$ cat src/lane_consts.svh
// Constants for the serial flash pin lane logic
// What this block does
// - Single lane reads shift each bit out on the output line at falling clock.
// - Dual reads use output line as lane 1, two bits per falling edge.
// - Output line is released to high impedance while chip select is high.
// - Protection input governs hardware block locking in single and dual operation.
// - Quad program turns protection and pause pins into input lanes 2 and 3.
// - Quad reads drive four bits per falling edge on lanes 3 to 0.
// - Protection and pause inputs default high through internal pull-ups.
// - Pause suspends communication, keeps selection and transfer state, no reset.
// - While paused, clock edges and input data are ignored, output floats.
// - Pause starts only with chip select asserted and clock low.
// - Pause never disturbs a self-timed program or erase in progress.
// - Command, address and write data are sampled on rising clock edges.
// - Each operation opens on chip select falling and closes on its rise.
// - Deselected device ignores input data and stands by once not busy.
`ifndef LANE_CONSTS_SVH
`define LANE_CONSTS_SVH
`define BYTE_W 8
`define FIFO_DEPTH 8
`define PIN_IDLE_LVL 1'b1
`define CNT_ZERO 3'h0
`define CHUNKS_SINGLE 3'h7
`define CHUNKS_DUAL 3'h3
`define CHUNKS_QUAD 3'h1
`define FILL_ONES 8'h00ff
`endif

$ cat src/lane_pkg.sv
// Types shared by the serial flash pin lane logic
package lane_pkg;
    typedef enum logic [1:0] {
        MODE_SINGLE = 2'h0,
        MODE_DUAL_RD = 2'h1,
        MODE_QUAD_RD = 2'h3,
        MODE_QUAD_IN = 2'h2
    } lane_mode_t;
    typedef enum logic [1:0] {
        ST_IDLE = 2'h0,
        ST_SEL = 2'h1,
        ST_PAUSE = 2'h3
    } link_st_t;
endpackage : lane_pkg

$ cat src/byte_stream_if.sv
// Valid/ready byte stream between the lane logic modules
`timescale 1ns/10ps
interface byte_stream_if #(parameter int W = 8);
    logic valid;
    logic ready;
    logic [W-1:0] data;
    modport src (output valid, output data, input ready);
    modport snk (input valid, input data, output ready);
endinterface : byte_stream_if

$ cat src/flash_lane_io.sv
// Pin lane logic of a serial flash: output, quad lanes and pause
`timescale 1ns/10ps
`include "lane_consts.svh"
module flash_lane_io
    import lane_pkg::*;
#(
    parameter int FIFO_DEPTH = `FIFO_DEPTH
) (
    input wire logic REF_CLK,
    input wire logic RESETN,
    input wire logic CS_N,
    input wire logic SCK,
    input wire logic SI_I,
    output logic SI_O,
    output logic SI_OE_N,
    input wire logic SO_I,
    output logic SO_O,
    output logic SO_OE_N,
    input wire logic WP_N_I,
    output logic WP_N_O,
    output logic WP_N_OE_N,
    input wire logic PAUSE_N_I,
    output logic PAUSE_N_O,
    output logic PAUSE_N_OE_N,
    input wire logic [1:0] LANE_MODE,
    input wire logic DRIVE_EN,
    input wire logic [7:0] TX_DATA,
    input wire logic TX_VALID,
    output logic TX_READY,
    output logic [7:0] RX_DATA,
    output logic RX_VALID,
    input wire logic OP_BUSY,
    output logic PROT_LOCK,
    output logic STANDBY,
    output logic PAUSED
);
    // Pin synchronisers; lane 2/3 reset high like the pad pull-ups
    logic [1:0] cs_m_q, sck_m_q, si_m_q, so_m_q, wp_m_q, ps_m_q;
    logic sck_d1_q;
    always_ff @(posedge REF_CLK or negedge RESETN) begin
        if (!RESETN) begin
            cs_m_q <= {2{`PIN_IDLE_LVL}};
            sck_m_q <= 2'h0;
            si_m_q <= 2'h0;
            so_m_q <= 2'h0;
            wp_m_q <= {2{`PIN_IDLE_LVL}};
            ps_m_q <= {2{`PIN_IDLE_LVL}};
            sck_d1_q <= 1'b0;
        end else begin
            cs_m_q <= {cs_m_q[0], CS_N};
            sck_m_q <= {sck_m_q[0], SCK};
            si_m_q <= {si_m_q[0], SI_I};
            so_m_q <= {so_m_q[0], SO_I};
            wp_m_q <= {wp_m_q[0], WP_N_I};
            ps_m_q <= {ps_m_q[0], PAUSE_N_I};
            sck_d1_q <= sck_m_q[1];
        end
    end
    wire cs_n_s = cs_m_q[1];
    wire sck_s = sck_m_q[1];
    wire wp_n_s = wp_m_q[1];
    wire pause_n_s = ps_m_q[1];
    wire lane_lo = si_m_q[1];
    wire lane_hi = so_m_q[1];
    wire sck_rise = sck_s && !sck_d1_q;
    wire sck_fall = !sck_s && sck_d1_q;

    lane_mode_t mode;
    assign mode = lane_mode_t'(LANE_MODE);
    wire quad = (mode == MODE_QUAD_RD) || (mode == MODE_QUAD_IN);

    // Link state
    link_st_t st_q, st_d;
    wire pause_start = !pause_n_s && !sck_s && !quad;
    always_comb begin
        case (st_q)
            ST_IDLE: st_d = cs_n_s ? ST_IDLE : ST_SEL;
            ST_SEL: begin
                if (cs_n_s) begin
                    st_d = ST_IDLE;
                end else if (pause_start) begin
                    st_d = ST_PAUSE;
                end else begin
                    st_d = ST_SEL;
                end
            end
            // Counters are frozen, not cleared, so the transfer resumes intact
            ST_PAUSE: begin
                if (cs_n_s) begin
                    st_d = ST_IDLE;
                end else if (pause_n_s) begin
                    st_d = ST_SEL;
                end else begin
                    st_d = ST_PAUSE;
                end
            end
            default: st_d = ST_IDLE;
        endcase
    end
    always_ff @(posedge REF_CLK or negedge RESETN) begin
        if (!RESETN) begin
            st_q <= ST_IDLE;
        end else begin
            st_q <= st_d;
        end
    end
    wire active = (st_q == ST_SEL) && !cs_n_s;
    wire rx_edge = active && sck_rise && !DRIVE_EN;
    wire tx_edge = active && sck_fall && DRIVE_EN;

    // Read path buffer
    byte_stream_if #(.W(`BYTE_W)) fill_s ();
    byte_stream_if #(.W(`BYTE_W)) drain_s ();
    assign fill_s.valid = TX_VALID;
    assign fill_s.data = TX_DATA;
    assign TX_READY = fill_s.ready;
    byte_fifo #(.W(`BYTE_W), .DEPTH(FIFO_DEPTH)) u_fifo (
        .clk(REF_CLK),
        .rst_n(RESETN),
        .in_s(fill_s),
        .out_s(drain_s)
    );

    // Transmit shifter, top bits of a byte leave first
    logic [7:0] tx_sh_q;
    logic [2:0] tx_cnt_q;
    logic [3:0] out_q;
    logic [3:0] oe_n_q;
    wire need_byte = (tx_cnt_q == `CNT_ZERO);
    wire [7:0] cur = need_byte ? (drain_s.valid ? drain_s.data : `FILL_ONES) : tx_sh_q;
    assign drain_s.ready = tx_edge && need_byte;
    wire [2:0] chunks = (mode == MODE_SINGLE) ? `CHUNKS_SINGLE :
        (mode == MODE_DUAL_RD) ? `CHUNKS_DUAL : `CHUNKS_QUAD;
    wire [2:0] step = (mode == MODE_SINGLE) ? 3'h1 : (mode == MODE_DUAL_RD) ? 3'h2 : 3'h4;
    wire [3:0] out_d = (mode == MODE_SINGLE) ? {2'h3, cur[7], 1'b1} :
        (mode == MODE_DUAL_RD) ? {2'h3, cur[7], cur[6]} :
        cur[7:4];
    // Lane enables: 0 SI, 1 SO, 2 WP, 3 PAUSE
    wire drv = active && DRIVE_EN && (mode != MODE_QUAD_IN);
    wire [3:0] oe_n_d = {~(drv && mode == MODE_QUAD_RD), ~(drv && mode == MODE_QUAD_RD),
        ~drv, ~(drv && mode != MODE_SINGLE)};
    always_ff @(posedge REF_CLK or negedge RESETN) begin
        if (!RESETN) begin
            tx_sh_q <= 8'h00;
            tx_cnt_q <= `CNT_ZERO;
            out_q <= 4'hf;
            oe_n_q <= 4'hf;
        end else begin
            oe_n_q <= oe_n_d;
            if (cs_n_s) begin
                tx_cnt_q <= `CNT_ZERO;
            end else if (tx_edge) begin
                out_q <= out_d;
                tx_sh_q <= 8'(cur << step);
                tx_cnt_q <= need_byte ? chunks : 3'(tx_cnt_q - 1'b1);
            end
        end
    end
    assign SI_O = out_q[0];
    assign SO_O = out_q[1];
    assign WP_N_O = out_q[2];
    assign PAUSE_N_O = out_q[3];
    assign SI_OE_N = oe_n_q[0];
    assign SO_OE_N = oe_n_q[1];
    assign WP_N_OE_N = oe_n_q[2];
    assign PAUSE_N_OE_N = oe_n_q[3];

    // Receive shifter; quad program takes four lanes per rising edge
    logic [7:0] rx_sh_q;
    logic [2:0] rx_cnt_q;
    logic [7:0] rx_q;
    logic rx_v_q;
    wire quad_in = (mode == MODE_QUAD_IN);
    wire [3:0] quad_bits = {pause_n_s, wp_n_s, lane_hi, lane_lo};
    wire [7:0] rx_next = quad_in ? {rx_sh_q[3:0], quad_bits} : {rx_sh_q[6:0], lane_lo};
    wire rx_last = quad_in ? (rx_cnt_q == `CHUNKS_QUAD) : (rx_cnt_q == `CHUNKS_SINGLE);
    always_ff @(posedge REF_CLK or negedge RESETN) begin
        if (!RESETN) begin
            rx_sh_q <= 8'h00;
            rx_cnt_q <= `CNT_ZERO;
            rx_q <= 8'h00;
            rx_v_q <= 1'b0;
        end else begin
            rx_v_q <= 1'b0;
            if (cs_n_s) begin
                rx_cnt_q <= `CNT_ZERO;
            end else if (rx_edge) begin
                rx_sh_q <= rx_next;
                rx_cnt_q <= rx_last ? `CNT_ZERO : 3'(rx_cnt_q + 1'b1);
                if (rx_last) begin
                    rx_q <= rx_next;
                    rx_v_q <= 1'b1;
                end
            end
        end
    end
    assign RX_DATA = rx_q;
    assign RX_VALID = rx_v_q;

    // Status; busy is never gated by the pause state
    logic lock_q, stby_q;
    always_ff @(posedge REF_CLK or negedge RESETN) begin
        if (!RESETN) begin
            lock_q <= 1'b0;
            stby_q <= 1'b1;
        end else begin
            lock_q <= !quad && !wp_n_s;
            stby_q <= cs_n_s && !OP_BUSY;
        end
    end
    assign PROT_LOCK = lock_q;
    assign STANDBY = stby_q;
    assign PAUSED = (st_q == ST_PAUSE);

    a_so_release: assert property (@(posedge REF_CLK) disable iff (!RESETN)
        cs_n_s |=> SO_OE_N && SI_OE_N)
        else $error("output lane driven while deselected");
    a_pause_quiet: assert property (@(posedge REF_CLK) disable iff (!RESETN)
        st_q == ST_PAUSE |=> oe_n_q == 4'hf)
        else $error("lane driven during pause");
    a_pause_entry: assert property (@(posedge REF_CLK) disable iff (!RESETN)
        $rose(st_q == ST_PAUSE) |-> $past(!sck_s && !cs_n_s && !pause_n_s))
        else $error("pause began without clock low and select");
    a_pause_frozen: assert property (@(posedge REF_CLK) disable iff (!RESETN)
        st_q == ST_PAUSE && !cs_n_s |=> $stable(rx_sh_q) && $stable(tx_cnt_q))
        else $error("transfer state moved during pause");
    a_rx_on_rise: assert property (@(posedge REF_CLK) disable iff (!RESETN)
        $changed(rx_sh_q) |-> $past(rx_edge))
        else $error("input sampled off a rising edge");
    a_tx_on_fall: assert property (@(posedge REF_CLK) disable iff (!RESETN)
        $changed(out_q) |-> $past(tx_edge))
        else $error("output changed off a falling edge");
    a_lock_follow: assert property (@(posedge REF_CLK) disable iff (!RESETN)
        !quad && !wp_n_s |=> PROT_LOCK)
        else $error("protection input did not lock");
    a_standby_busy: assert property (@(posedge REF_CLK) disable iff (!RESETN)
        cs_n_s && OP_BUSY |=> !STANDBY)
        else $error("standby while self-timed operation busy");
    a_dual_lanes: assert property (@(posedge REF_CLK) disable iff (!RESETN)
        drv && mode == MODE_DUAL_RD |=> !SO_OE_N && !SI_OE_N && WP_N_OE_N)
        else $error("dual read lanes wrong");
endmodule : flash_lane_io

$ cat src/byte_fifo.sv
// Read data FIFO with registered output stage
`timescale 1ns/10ps
`include "lane_consts.svh"
module byte_fifo #(
    parameter int W = `BYTE_W,
    parameter int DEPTH = `FIFO_DEPTH
) (
    input wire logic clk,
    input wire logic rst_n,
    byte_stream_if.snk in_s,
    byte_stream_if.src out_s
);
    localparam int AW = $clog2(DEPTH);
    logic [W-1:0] mem_q [DEPTH];
    logic [AW-1:0] wr_q, rd_q;
    logic [AW:0] cnt_q;
    logic ov_q;
    logic [W-1:0] od_q;
    wire full = (cnt_q == (AW+1)'(DEPTH));
    wire empty = (cnt_q == '0);
    wire push = in_s.valid && !full;
    wire pop = !empty && (!ov_q || out_s.ready);
    assign in_s.ready = !full;
    assign out_s.valid = ov_q;
    assign out_s.data = od_q;

    always_ff @(posedge clk) begin
        if (push) begin
            mem_q[wr_q] <= in_s.data;
        end
    end

    always_ff @(posedge clk or negedge rst_n) begin
        if (!rst_n) begin
            wr_q <= '0;
            rd_q <= '0;
            cnt_q <= '0;
            ov_q <= 1'b0;
            od_q <= '0;
        end else begin
            wr_q <= push ? AW'(wr_q + 1'b1) : wr_q;
            rd_q <= pop ? AW'(rd_q + 1'b1) : rd_q;
            cnt_q <= (AW+1)'(cnt_q + push - pop);
            if (pop) begin
                od_q <= mem_q[rd_q];
                ov_q <= 1'b1;
            end else if (out_s.ready) begin
                ov_q <= 1'b0;
            end
        end
    end

    a_fifo_no_ovf: assert property (@(posedge clk) disable iff (!rst_n)
        full && !pop |=> cnt_q == (AW+1)'(DEPTH))
        else $error("fifo count changed while full");
endmodule : byte_fifo

$ cat config.mk
export PLATFORM = sky130hd
export DESIGN_NAME = flash_lane_io
export DESIGN_NICKNAME = d
export VERILOG_FILES = /design/src/lane_pkg.sv /design/src/byte_stream_if.sv /design/src/flash_lane_io.sv /design/src/byte_fifo.sv
export VERILOG_INCLUDE_DIRS = /design/src /design/src/src
export SDC_FILE = /design/constraint.sdc
export NUM_CORES = 1
export LEC_CHECK = 0
export BUFFER_PORTS_ARGS = -buffer_cell sky130_fd_sc_hd__buf_2
export CAP_MARGIN = 30
export CORE_MARGIN = 4
export CORE_UTILIZATION = 45
export CTS_CLUSTER_DIAMETER = 100
export DETAILED_ROUTE_END_ITERATION = 10
export PLACE_DENSITY = 0.65
export REMOVE_ABC_BUFFERS = 1
export SYNTH_ARGS = -nofsm -noshare
export SYNTH_HDL_FRONTEND = slang
export SYNTH_SLANG_ARGS = --single-unit
$ cat constraint.sdc
create_clock -name REF_CLK -period 3.4 [get_ports REF_CLK]
set_input_delay 0.17 -clock REF_CLK [delete_from_list [all_inputs] [get_ports REF_CLK]]
set_output_delay 0.17 -clock REF_CLK [all_outputs]
set_load 0.01 [all_outputs]
## Word-level counts from Yosys, hierarchy flattened

Memories as Yosys holds them, arrays and structs flattened. A register that Yosys moved wholly into a read port is not among the register bits.
Cells that the tools add are included.

- $add $sub $neg: 6
- Equal/unequal tests: 9
- Shift operators: 1
- Mux-type cells: 29
- Bitwise gates (word level): 4
- Reduce and logical (&&, ||, !) cells: 43

Operators with widths:

| cell | number |
|---|---|
| 2-to-1 mux 3 bit | 9 |
| 2-to-1 mux 8 bit | 3 |
| logical AND 1 bit | 18 |
| logical NOT 1 bit | 12 |
| 2-to-1 mux 2 bit | 5 |
| adder 3 x 1 -> 3 bit (second input constant) | 3 |
| 2-to-1 mux 1 bit | 9 |
| 2-to-1 mux 4 bit | 2 |
| nonzero test 2 bit | 4 |
| << shifter 8 x 3 -> 8 bit | 1 |
| == test 2 bit (second input constant) | 3 |
| one-hot mux 2 bit (3 select lines) | 1 |
| adder 4 x 1 -> 4 bit | 1 |
| == test 2 x 1 -> 1 bit (second input constant) | 2 |
| == test 4 bit (second input constant) | 1 |
| logical NOT 2 bit | 2 |
| logical NOT 4 bit | 1 |
| NOT 1 bit | 4 |
| AND reduction 2 bit | 2 |
| subtractor 4 x 1 -> 4 bit | 1 |
| == test 3 x 1 -> 1 bit (second input constant) | 1 |
| == test 3 bit (second input constant) | 1 |
| logical NOT 3 bit | 1 |
| AND reduction 3 bit | 1 |
| other kinds (3) | 4 |

- Bits in registers: 65
- Memory bits (writable): 64
- Output and inout bits: 21
- Memories: 1

Memory list:

| memory | words | bits a word | rd ports | clocked after memory_dff | write ports | RTL line | source |
|---|---|---|---|---|---|---|---|
| u_fifo.mem_q | 8 | 8 | 1 | 1 | 1 | byte_fifo.sv:14 | `logic [W-1:0] mem_q [DEPTH];` |

## Depth between registers and ports, before layout

- Word-level depth: 8
- Depth in mapped cells: 14

## Hierarchy

Synthesis repeated with hierarchy kept, for this count alone.

- Cells, all modules: 416
- Area total of the unflattened synthesis: 5794.3 µm²

Modules (own cells, without submodules):

| module | instances | cells each | area each (µm²) |
|---|---|---|---|
| byte_fifo | 1 | 209 | 3485.8 |
| flash_lane_io | 1 | 207 | 2308.5 |

## Worst setup path before layout

OpenSTA, ideal clock, no wires.

- Kind: register -> register
- From: register tx_cnt_q[0]
- To: register u_fifo.cnt_q[2]
- Data arrival time: 2.649 ns
- Required time: 3.277 ns
- Setup slack: 0.628 ns
- Cell stages (with the launch flop): 14
- Cell sequence: dfrtp_1 -> inv_1 -> ha_1 -> ha_1 -> clkbuf_1 -> a41o_1 -> nand2b_1 -> clkbuf_1 -> inv_1 -> ha_1 -> inv_1 -> ha_1 -> fa_1 -> xor2_1

- Longest elaborated chain between the ends: 5

RTL lines:

| element | RTL line | source |
|---|---|---|
| start: declaration | flash_lane_io.sv:126 | `logic [2:0] tx_cnt_q;` |
| start signal: assignment | flash_lane_io.sv:145 | `` tx_cnt_q <= `CNT_ZERO; `` |
| start signal: assignment | flash_lane_io.sv:151 | `` tx_cnt_q <= `CNT_ZERO; `` |
| start signal: assignment | flash_lane_io.sv:155 | `tx_cnt_q <= need_byte ? chunks : 3'(tx_cnt_q - 1'b1);` |
| logical NOT 3 bit (no source line) | -- |  |
| logical AND 1 bit | flash_lane_io.sv:131 | `assign drain_s.ready = tx_edge && need_byte;` |
| logical OR 1 bit | byte_fifo.sv:22 | `wire pop = !empty && (!ov_q \|\| out_s.ready);` |
| logical AND 1 bit | byte_fifo.sv:22 |  |
| via u_fifo.pop | byte_fifo.sv:22 |  |
| subtractor 4 x 1 -> 4 bit | byte_fifo.sv:43 | `cnt_q <= (AW+1)'(cnt_q + push - pop);` |
| end signal: assignment | byte_fifo.sv:43 |  |
| end: declaration | byte_fifo.sv:16 | `logic [AW:0] cnt_q;` |

The timed path passes the listed nets, and every way through them passes these cells.
A chain may end at the register's enable or synchronous reset.

## Final worst setup path

Same ends and word-level chain as after synthesis.

==> flow_summary.ini <==
[status]
status = completed

[timing]
rsz0062_at_grt = false
skew_ns = 0.0132
period_share_pct = 77.5
hold_viol = 0
relSlewSlack_pct = 34.3
setup_slack_ns = 0.765
tightest_slew_ns = 0.976
fin_crit_ns = 2.63
setup_viol = 0
slew_violations = 0
tns_ns = 0
fmax_ghz = 0.380

[grt]
grt_pass1_vias = 3135
grt.overflow.total = 0
grt_pass1_wl_um = 16300
antenna_found_initial = 0
grt_usage_pct = 15.1
grt_max_degree = 74

[yosys]
ys_seq_area_share_pct = 66.8
syn_area_sq_um = 5640
synth-simple-area-share_pct = 6.48
synth_async_sr_flop_share_pct = 53.3
yosysUniqueCellTypes = 47
ys_warn_count = 0
synth_top_family_by_area = multiplexers
ys_ff_latch = 137
synth.area.mux_share_pct = 13.1
syn_avg_cell_area_sq_um = 15.2
synth-xor-area-share_pct = 1.24
syn_inst = 370
synth_compound_area_share_pct = 6.65
yosys.area_share.adder_pct = 2.80
synth_ff_type = edfxtp_1
synth_edf_count = 64

[finish]
layout.cells.most_common = edfxtp_1
layout_common_cells = 64 x edfxtp_1, 59 x dfrtp_1, 40 x buf_2
syn2layout_area_growth_pct = 18.3
fin_cells = 609
fill_cells = 982
drive_gt1_share_pct = 30.8
final_nets = 461
antenna_cells = 0

[critical_path]
required_ns = 3.69
criticalPathCategory = flop to flop
cp_max_fo = 17
crit_arrival_ns = 2.93
cp-start-kind = flop
setup.worst_path.end_class = flop

[floorplan]
die_area_sq_um = 14400
core_sq_um = 12200
fp.dieW_um = 120
die_h_um = 120
initial_core_util_pct = 46.4
rows = 40
ioPinCount = 42

[placed_design]
portBuffers = 41
gp_congestion = 0.771
dpl.hpwl_um = 6420
dp_slack_ns = 0.773
dp.cells = 569

[power_and_ir_drop]
ir_drop_v = 0.000528
power_density_nw_per_um2 = 751
p_leak_nw = 2.74
total_power_mw = 5.01

[flow_run]
drv_cap = 0

[clocking]
numCtsBuffers = 17
h-tree-depth = 4
cts_resized = 0
clock-root-buffer = clkbuf_16
clkTransAtPathRegs_ns = 0.06
numClockSinks = 137
post_cts_buffers = 0
cts_max_path_buffers = 2
clkLatencyLatePin_ns = 0.42
holdBufCountCts = 8
cts_tree = built

[detailed_routing]
first_iter_violations = 212
wl_um = 10100
drtPass1Iterations = 4
drc = 0
vias_per_cell = 5.14
routedWlPerCell_um = 16.5
ant_nets = 0
vias = 3130

[min_path]
worstHoldPathType = primary input to flop
where the power goes:
| part | internal [mW] | switching [mW] |
|---|---|---|
| logic | 0.535 | 0.477 |
| clock network | 1.09 | 0.675 |
| registers | 2.05 | 0.185 |
through the flow:
step	instance area [sq um]	hold WS, ns	utilization [%]
3_5_place_dp	6020	0.276	49.5
4_1_cts	6680	0.00154	54.9
6_report	6680	0.0213	54.9
2_1_floorplan	5540	-0.126	-
5_1_grt	6680	0.0120	54.9
3_3_place_gp	6020	0.275	49.5
worst max-delay path, cell delays in order (launching register included):
cell	delay (ns)
dfrtp_1	0.36
inv_1	0.05
ha_1	0.19
ha_1	0.39
a41o_1	0.34
nand2b_1	0.10
inv_1	0.05
ha_1	0.27
inv_1	0.04
ha_1	0.19
fa_1	0.38
xor2_1	0.17
routing by layer:
layer	vias up	GRT usage [%]	part of all wire [%]
met1	1552	19.0	44
met2	69	24.1	50
met5	-	0	0
met4	0	7.87	1.7
met3	17	4.05	4.3
li1	1492	-	-
synthesized netlist by cell type, types with 4 or more instances:
library cell | n | area share [%]
dfstp_2 | 14 | 6.5
o211ai_1 | 4 | 0.53
a22o_1 | 6 | 0.93
and2_1 | 5 | 0.55
nor2_1 | 16 | 1.1
mux2i_1 | 11 | 2.0
o31ai_1 | 5 | 0.67
mux4_2 | 16 | 6.4
inv_1 | 17 | 1.1
edfxtp_1 | 64 | 34
xnor2_1 | 5 | 0.78
mux2_2 | 20 | 4.0
a21oi_1 | 8 | 0.71
o21ai_0 | 13 | 1.2
o22ai_1 | 7 | 0.78
dfrtp_1 | 59 | 26
clkbuf_1 | 11 | 0.73
ha_1 | 11 | 2.4
nand2_1 | 24 | 1.6
nand2b_1 | 7 | 0.78
final cells by class:
| cell class | instances | area [sq um] | share of cell area, % |
|---|---|---|---|
| Sequential cell | 137 | 3770 | 56.4 |
| Multi-Input combinational cell | 197 | 1710 | 25.6 |
| Clock buffer | 19 | 443 | 6.64 |
| Timing Repair Buffer | 58 | 355 | 5.32 |
| Tap cell | 168 | 210 | 3.15 |
| Clock inverter | 13 | 128 | 1.91 |
| Inverter | 17 | 63.8 | 0.956 |
cells by family after synthesis:
family          count (synthesis)
flops                         137
simple gates                   71
compound gates                 56
mux                            50
buf+inv                        36
fa+ha+maj                      12
xor+xnor                        8
final timing paths:
path | start | endpoint | slack, ns | cells after the start
worst max-delay path | tx_cnt_q[0] | u_fifo.cnt_q[2] | 0.77 | 11
worst min-delay path | TX_DATA[4] | u_fifo.mem_q[5][4] | 0.02 | 1
worst max register to register | tx_cnt_q[0] | u_fifo.cnt_q[2] | 0.77 | 11
worst min register to register | wp_m_q[0] | wp_m_q[1] | 0.35 | 0
max in group asynchronous | RESETN | u_fifo.cnt_q[3] | 2.38 | 2
min in group asynchronous | RESETN | u_fifo.out_s.data[4] | 0.44 | 2
flip-flops by register name (all words and copies together), names as in the netlist, 2 cells and up:
signal and cells:
cs_m_q 2, so_m_q 2, tx_sh_q 8, tx_cnt_q 3
u_fifo.cnt_q 4, oe_n_q 3, out_q 4, rx_cnt_q 3
ps_m_q 2, u_fifo.rd_q 3, u_fifo.mem_q 64, RX_DATA 8
si_m_q 2, rx_sh_q 7, u_fifo.out_s.data 8, wp_m_q 2
st_q 2, u_fifo.wr_q 3, sck_m_q 2
Power figures use the tool's default switching activity.
